--- src/rcoa_pkg.sv ---
`default_nettype none

package rcoa_pkg;

    // Status exchange period and the system clock period.
    localparam int unsigned PERIOD_S = 32'h0000_0001;
    localparam int unsigned CLK_NS   = 32'h0000_0028;
    localparam int unsigned NS_PER_S = 32'h3B9A_CA00;
    localparam int unsigned SEC_CYC  = PERIOD_S * NS_PER_S / CLK_NS;

    // Missed exchange periods before the peer is taken as absent.
    localparam logic [1:0]  PEER_TMO = 2'h3;

    localparam int unsigned HEALTH_W = 32'h0000_0008;
    localparam int unsigned NONCE_W  = 32'h0000_0008;
    localparam logic [7:0]  NONCE_RST = 8'h5A;
    localparam logic [7:0]  NONCE_TAP = 8'hB8;

    // Outcome of a status comparison.
    localparam logic [1:0] CMP_TIE  = 2'h0;
    localparam logic [1:0] CMP_WIN  = 2'h1;
    localparam logic [1:0] CMP_LOSE = 2'h2;

    typedef enum logic [2:0] {
        ST_WAIT = 3'b001,
        ST_OFF  = 3'b010,
        ST_ON   = 3'b100
    } rcoa_state_t;

    typedef struct packed {
        logic                online;
        logic                stable_tb;
        logic [NONCE_W-1:0]  nonce;
        logic [HEALTH_W-1:0] health;
    } rcoa_status_t;

    typedef struct packed {
        logic jumper;
        logic wdog;
        logic peer_dis;
        logic shape_ok;
        logic level_ok;
        logic loop_ok;
        logic locked;
    } rcoa_pins_t;

    // The jumper resets as set, so the drivers stay off until the real jumper is seen.
    localparam rcoa_pins_t PINS_RST = 7'h40;

endpackage

`default_nettype wire

--- src/rcoa_arbiter.sv ---
// Operation
// - Every second the clock sends its health status to the peer and accepts the peer's status.
// - A clock less healthy than its peer gives up on-line status so the peer drives.
// - A watchdog fault hands on-line status to the peer directly in hardware; reset clears the disable output.
// - On comparison the clock with the lower status byte is elected on-line.
// - With equal status a higher-stability timebase wins, otherwise the choice is arbitrary.
// - Election is symmetric and does not depend on which cable end a clock sits on.
// - With the redundant jumper set, digital drivers are enabled only while on-line.
// - The output enable gates only the digital outputs, not the modulated or recorder outputs.
// - The distribution-bus relay follows the same output enable.
// - The on-line indicator is lit only while the jumper is set and the clock is on-line.
// - A bus fault is raised for lost drive, an open bus or a shorted bus.
// - The bus is healthy only with a code-like waveshape and a level above threshold.
// - Fault and unlocked relays are energized in normal operation with no fault.
// - Each relay is released when unpowered or in its fault or unlocked state.
// - A bus fault is shown on the fault indicator, the fault relay and the serial port.
`timescale 1ns/1ns
`default_nettype none

module rcoa_arbiter #(
    parameter int unsigned SEC_CYC = rcoa_pkg::SEC_CYC
) (
    input  wire logic                  sys_clk,
    input  wire logic                  sys_rst,
    input  wire logic                  clk_en,
    input  wire rcoa_pkg::rcoa_pins_t  pins_in,
    input  wire logic [7:0]            local_health,
    input  wire logic                  stable_tb,
    input  wire rcoa_pkg::rcoa_status_t rx_status,
    input  wire logic                  rx_valid,
    output var rcoa_pkg::rcoa_status_t tx_status,
    output var logic                   tx_send,
    output var logic                   disable_out,
    output var logic                   digital_oe,
    output var logic                   bus_relay,
    output var logic                   online_led,
    output var logic                   bus_fault,
    output var logic                   fault_led,
    output var logic                   fault_relay,
    output var logic                   unlocked_relay,
    output var logic                   fault_report,
    output var logic                   peer_lost
);

    localparam int CW = $clog2(SEC_CYC);

    // Lower byte wins; on equal bytes the stabler timebase wins.
    function automatic logic [1:0] rcoa_cmp(
        input rcoa_pkg::rcoa_status_t mine,
        input rcoa_pkg::rcoa_status_t peer
    );
        logic [1:0] r;
        r = rcoa_pkg::CMP_TIE;
        if (mine.health < peer.health) begin
            r = rcoa_pkg::CMP_WIN;
        end else if (mine.health > peer.health) begin
            r = rcoa_pkg::CMP_LOSE;
        end else if (mine.stable_tb && !peer.stable_tb) begin
            r = rcoa_pkg::CMP_WIN;
        end else if (!mine.stable_tb && peer.stable_tb) begin
            r = rcoa_pkg::CMP_LOSE;
        end
        return r;
    endfunction

    rcoa_pkg::rcoa_pins_t  meta_reg;
    rcoa_pkg::rcoa_pins_t  pin_reg;
    rcoa_pkg::rcoa_state_t state_reg;
    rcoa_pkg::rcoa_state_t state_next;
    rcoa_pkg::rcoa_status_t tx_reg;
    rcoa_pkg::rcoa_status_t tx_next;
    rcoa_pkg::rcoa_status_t mine;
    logic [CW-1:0]         sec_reg;
    logic [CW-1:0]         sec_next;
    logic [1:0]            miss_reg;
    logic [1:0]            miss_next;
    logic [7:0]            nonce_reg;
    logic [7:0]            nonce_next;
    logic                  send_reg;
    logic                  send_next;
    logic                  dis_reg;
    logic                  dis_next;
    logic                  bfault_reg;
    logic                  bfault_next;
    logic                  lost;
    logic                  online;
    logic [1:0]            res;

    assign online = (state_reg == rcoa_pkg::ST_ON);
    assign lost   = (miss_reg == rcoa_pkg::PEER_TMO);

    always_comb begin
        mine           = '0;
        mine.online    = online;
        mine.stable_tb = stable_tb;
        mine.nonce     = nonce_reg;
        mine.health    = local_health;
        res            = rcoa_cmp(mine, rx_status);
    end

    // Pins reach the logic only through the second flop.
    always_ff @(posedge sys_clk) begin
        if (sys_rst) begin
            meta_reg <= rcoa_pkg::PINS_RST;
            pin_reg  <= rcoa_pkg::PINS_RST;
        end else if (clk_en) begin
            meta_reg <= pins_in;
            pin_reg  <= meta_reg;
        end
    end

    always_comb begin
        sec_next   = sec_reg + CW'(1);
        send_next  = 1'b0;
        tx_next    = tx_reg;
        miss_next  = miss_reg;
        nonce_next = {nonce_reg[6:0], ^(nonce_reg & rcoa_pkg::NONCE_TAP)};
        if (sec_reg == CW'(SEC_CYC - 1)) begin
            sec_next  = '0;
            send_next = 1'b1;
            tx_next   = mine;
            if (!lost) begin
                miss_next = miss_reg + 2'h1;
            end
        end
        if (rx_valid) begin
            miss_next = 2'h0;
        end
    end

    always_comb begin
        state_next = state_reg;
        if (pin_reg.wdog) begin
            state_next = rcoa_pkg::ST_OFF;
        end else if (pin_reg.peer_dis) begin
            state_next = rcoa_pkg::ST_ON;
        end else if (rx_valid) begin
            case (res)
                rcoa_pkg::CMP_LOSE: state_next = rcoa_pkg::ST_OFF;
                rcoa_pkg::CMP_WIN:  state_next = rcoa_pkg::ST_ON;
                default: begin
                    if (rx_status.online) begin
                        state_next = rcoa_pkg::ST_OFF;
                    end else if (online || nonce_reg < rx_status.nonce) begin
                        state_next = rcoa_pkg::ST_ON;
                    end else begin
                        state_next = rcoa_pkg::ST_OFF;
                    end
                end
            endcase
        end else if (lost) begin
            state_next = rcoa_pkg::ST_ON;
        end
    end

    always_comb begin
        dis_next    = pin_reg.wdog;
        bfault_next = !(pin_reg.shape_ok && pin_reg.level_ok && pin_reg.loop_ok);
    end

    // start disabled in the wait state
    always_ff @(posedge sys_clk) begin
        if (sys_rst) begin
            state_reg  <= rcoa_pkg::ST_WAIT;
            sec_reg    <= '0;
            miss_reg   <= 2'h0;
            nonce_reg  <= rcoa_pkg::NONCE_RST;
            send_reg   <= 1'b0;
            tx_reg     <= '0;
            dis_reg    <= 1'b0;
            bfault_reg <= 1'b0;
        end else if (clk_en) begin
            state_reg  <= state_next;
            sec_reg    <= sec_next;
            miss_reg   <= miss_next;
            nonce_reg  <= nonce_next;
            send_reg   <= send_next;
            tx_reg     <= tx_next;
            dis_reg    <= dis_next;
            bfault_reg <= bfault_next;
        end
    end

    assign tx_status   = tx_reg;
    assign tx_send     = send_reg;
    assign disable_out = dis_reg;
    assign peer_lost   = lost;
    // analog outputs are not gated here
    assign digital_oe  = !pin_reg.jumper || online;
    assign bus_relay   = !pin_reg.jumper || online;
    assign online_led  = pin_reg.jumper && online;
    assign bus_fault   = bfault_reg;
    // fault shown on led and serial
    assign fault_led    = bfault_reg || dis_reg;
    assign fault_report = bfault_reg;
    assign fault_relay    = !(bfault_reg || dis_reg);
    assign unlocked_relay = pin_reg.locked;
endmodule

`default_nettype wire

--- config.mk ---
export PLATFORM = sky130hd
export DESIGN_NAME = rcoa_arbiter
export DESIGN_NICKNAME = d
export VERILOG_FILES = /design/src/rcoa_pkg.sv /design/src/rcoa_arbiter.sv
export SDC_FILE = /design/constraint.sdc
export NUM_CORES = 1
export LEC_CHECK = 0
export ABC_AREA = 1
export BUFFER_PORTS_ARGS = -buffer_cell sky130_fd_sc_hd__buf_2
export CORE_UTILIZATION = 59
export CTS_CLUSTER_DIAMETER = 40
export CTS_CLUSTER_SIZE = 8
export DETAILED_ROUTE_END_ITERATION = 6
export GPL_TIMING_DRIVEN = 0
export PLACE_DENSITY = 0.9
export SKIP_CTS_REPAIR_TIMING = 1
export SLEW_MARGIN = 20
export SYNTH_ARGS = -nofsm -noshare
export SYNTH_HDL_FRONTEND = slang
export SYNTH_SLANG_ARGS = --single-unit
--- constraint.sdc ---
create_clock -name sys_clk -period 2.8 [get_ports sys_clk]
set_clock_uncertainty 0.15 [all_clocks]
set_input_delay 0.14 -clock sys_clk [delete_from_list [all_inputs] [get_ports sys_clk]]
set_output_delay 0.14 -clock sys_clk [all_outputs]
set_load 0.03 [all_outputs]
==> impl_table.tex <==
\begin{tabular}{lr}
\hline
Metric & Value \\
\hline
\multicolumn{2}{l}{\textbf{Critical path}} \\
Cells along the critical path & dlygate4sd3\_1 > buf\_2 > ha\_1 > nand4\_1 > inv\_1 > nand4\_1 > inv\_1 > a31oi\_1 > ha\_1 > inv\_1 > nor2\_1 > nand2\_1 > nand2\_1 > nand2\_1 > a21oi\_1 \\
Worst R2R Setup Slack & 730 ps \\
Buf/Inv on CP & 5 \\
Crit-path slowest cell & sky130\_fd\_sc\_hd\_\_dlygate4sd3\_1 \\
Crit path capture type & flip-flop \\
R2R cell count & 11 \\
Cell family with the largest share of critical-path delay & buffers and inverters \\
R2R Path End & tx\_status[13]\$\_SDFFE\_PP0P\_ \\
Path type of the worst setup path & in -> reg \\
CP max stage delay & 560 ps \\
Endpoint arrival time on the critical path & 2440 ps \\
CP max FO & 2 \\
Reg-to-reg startpoint & sec\_reg[0]\$\_SDFFE\_PP0P\_ \\
Critical path launch point type & primary input \\
Data required time of the worst path & 2930 ps \\
\multicolumn{2}{l}{\textbf{Global route}} \\
Total track usage & 29.9\% \\
Largest net degree at the start of global routing & 13 \\
First-pass GRT wire length & 14.4 mm \\
Vias in the first global route & 3455 \\
Peak-usage layer in the global routing report & met2 \\
Final global-route overflow total & 0 \\
Fraction of met2 tracks used by global routing & 53.2\% \\
Met3 routing resource usage after global routing & 9.71\% \\
Initial antenna violation count & 0 \\
Met1 capacity usage during global routing & 31.2\% \\
\multicolumn{2}{l}{\textbf{Finish}} \\
Area growth from synthesis to layout & 24.1\% \\
Final Instance Area & 4390 um2 \\
Proportion of layout cells with a drive suffix above 1 & 18.5\% \\
Post-layout nets & 629 \\
Most frequent cells in the layout & sky130\_fd\_sc\_hd\_\_nor2\_1 (86), sky130\_fd\_sc\_hd\_\_dfxtp\_1 (73), sky130\_fd\_sc\_hd\_\_buf\_2 (71) \\
Area of the multi-input gates & 1750 um2 \\
Final-layout fill cell count & 392 \\
Leading cell type in the layout, fill and taps excluded & sky130\_fd\_sc\_hd\_\_nor2\_1 \\
Number of flip-flops under the largest register name & 25 \\
FF/Latch Area & 1460 um2 \\
Diodes inserted & 0 \\
\multicolumn{2}{l}{\textbf{Synthesis}} \\
Synth Net Count & 535 \\
Number of distinct library cells after synthesis & 35 \\
Number of enable-type register cells in the synthesized netlist & 0 \\
Netlist area before placement & 3540 um2 \\
Dominant synthesized flop cell & sky130\_fd\_sc\_hd\_\_dfxtp\_1 \\
Cell count after synthesis & 478 \\
Synth Warn \# & 0 \\
Fraction of the yosys area taken by sequential cells & 41.3\% \\
Flop and latch count out of synthesis & 73 \\
Mean instance size in the synthesized netlist & 7.40 um2 \\
Post-synth ARST share & 0\% \\
\multicolumn{2}{l}{\textbf{Clocking}} \\
Clock latency of the later-clocked register in the worst-skew pair & 350 ps \\
Clock sink total & 73 \\
Deepest clock path buffer count & 2 \\
Number of buffers inserted during clock tree synthesis & 9 \\
H-tree depth & 3 \\
Clock transition at the registers of the reported paths & 80 ps \\
Clk root buf & sky130\_fd\_sc\_hd\_\_clkbuf\_8 \\
Clock tree from TritonCTS & yes \\
\multicolumn{2}{l}{\textbf{Floorplanning}} \\
Die Span X & 79.4 um \\
DIE AREA & 6310 um2 \\
Core Rows & 27 \\
Starting density of the core & 62.7\% \\
Die Y & 79.4 um \\
Number of I/O pins & 67 \\
Area inside the core boundary & 5640 um2 \\
\multicolumn{2}{l}{\textbf{Timing}} \\
Remaining max-slew budget at the tightest pin & 60.8\% \\
Hold slack final & 17.4 ps \\
Final worst-path cycle share & 82.4\% \\
Setup TNS & 0 ps \\
Slew at the pin closest to its max-slew limit & 588 ps \\
Endpoints failing setup & 0 \\
FMAX & 434 MHz \\
Minimum period implied by the final worst setup slack & 2310 ps \\
Final-report max-slew violation count & 0 \\
Number of hold violations in the final report & 0 \\
Unrepaired setup endpoints after global routing & no \\
Worst-case setup margin in the final layout & 493 ps \\
\multicolumn{2}{l}{\textbf{Hold path}} \\
Worst min-delay path startpoint & rx\_status[17] \\
Number of cells on the worst hold path & 6 \\
End point of the worst hold path & state\_reg[2]\$\_SDFFE\_PP0P\_ \\
Type of the most critical hold path & in -> reg \\
\multicolumn{2}{l}{\textbf{Power}} \\
Power density normalized to cell area & 555 nW/um2 \\
LEAKAGE & 0.00208 uW \\
Maximum VDD drop & 0.000393 V \\
\multicolumn{2}{l}{\textbf{Placed design}} \\
Total placed instance area & 3960 um2 \\
Worst setup slack after placement & 748 ps \\
Routability congestion estimate & 0.862 \\
Input/output buffers & 66 \\
DP Wirelength & 6.09 mm \\
\multicolumn{2}{l}{\textbf{Routing}} \\
ANT nets after route & 0 \\
Via density per instance & 5.44 \\
Total Routed Length & 9.17 mm \\
Violation count after the first detailed-route iteration & 276 \\
Detailed Routing Iterations Pass 1 & 5 \\
Average wire length per cell after detail routing & 14.1 um \\
Total via count in the routed design & 3533 \\
DRC & 0 \\
\multicolumn{2}{l}{\textbf{Outcome}} \\
Status & finished clean \\
\multicolumn{2}{l}{\textbf{Run}} \\
Max Cap Viol & 0 \\
\hline
\end{tabular}
## final cells by class
type,count,share of cell area (%)
buffer,19,2.11
clock inverter,4,2.22
inverter,61,5.27
tap,72,2.05
timing repair buffer,83,11.4
multi-input combinational,325,39.9
sequential,73,33.3
clock buffer,12,3.76
## cells by family (layout without fill, tap and decap cells)
family                   after synthesis  after routing  synth area share (%)
buffers and inverters                 80            179                  9.16
adder cells (fa/ha/maj)               19             19                  6.72
XOR/XNOR                              12             12                  2.97
flip-flops                            73             73                  41.3
AND/OR/NAND/NOR                      202            202                  25.2
AO/OA/AOI/OAI                         92             92                  14.6
## cells in the mapped netlist, drive strengths merged (7+ instances only)
library cell,n,area [um2]
dfxtp,73,1460
xnor2,7,61.3
buf,8,51.3
nand2,73,300
inv,60,228
a21oi,34,170
nor2,90,358
nor3,14,80.1
nand4,11,68.8
nand3,11,65.1
clkbuf,11,41.3
ha,19,238
o21ai,40,204
## metal layers
layer  share of wire (%)  vias up
li1                    -     1736
met1                  39     1607
met2                  50      158
met3                 7.5       32
met4                 2.9        0
met5                   0        -
## worst max path at each step
stage | start | to | slack, ps | cells after the start
after detailed placement | local_health[5] | state_reg[2]$_SDFFE_PP0P_ | 750 | 14
after global placement | local_health[3] | state_reg[2]$_SDFFE_PP0P_ | 810 | 15
after global routing | local_health[1] | state_reg[2]$_SDFFE_PP0P_ | 330 | 16
after floorplan | rx_status[1] | state_reg[2]$_SDFFE_PP0P_ | 1010 | 15
final | local_health[6] | state_reg[2]$_SDFFE_PP0P_ | 490 | 15
after CTS | sec_reg[0]$_SDFFE_PP0P_ | tx_status[13]$_SDFFE_PP0P_ | 760 | 11
## worst register-to-register path, stage by stage (launching register included)
cell	delay, ps
sky130_fd_sc_hd__dfxtp_1	380
sky130_fd_sc_hd__ha_1	220
sky130_fd_sc_hd__nand3_1	160
sky130_fd_sc_hd__nor2_2	190
sky130_fd_sc_hd__nand3_2	140
sky130_fd_sc_hd__nor2_4	160
sky130_fd_sc_hd__nand2_4	110
sky130_fd_sc_hd__nand2_8	120
sky130_fd_sc_hd__inv_4	60
sky130_fd_sc_hd__buf_6	140
sky130_fd_sc_hd__nand2_1	60
sky130_fd_sc_hd__o31ai_1	60
## where the power goes
| group | internal, uW | leakage [uW] | total [uW] | switching (uW) |
|---|---|---|---|---|
| Combinational | 115 | 0.00136 | 277 | 162 |
| Clock | 665 | 0.000129 | 1060 | 399 |
| Sequential | 1070 | 0.000595 | 1090 | 25.1 |
| Total | 1850 | 0.00208 | 2440 | 586 |
## per-stage QoR
stage	std cells	util (%)	power (uW)
6_report	649	77.8	2440
5_1_grt	649	77.8	2530
4_1_cts	632	74.8	2410
3_5_place_dp	616	70.1	1370
3_3_place_gp	616	70.1	1350
2_1_floorplan	478	-	1280
(Power assumes the default switching activity.)
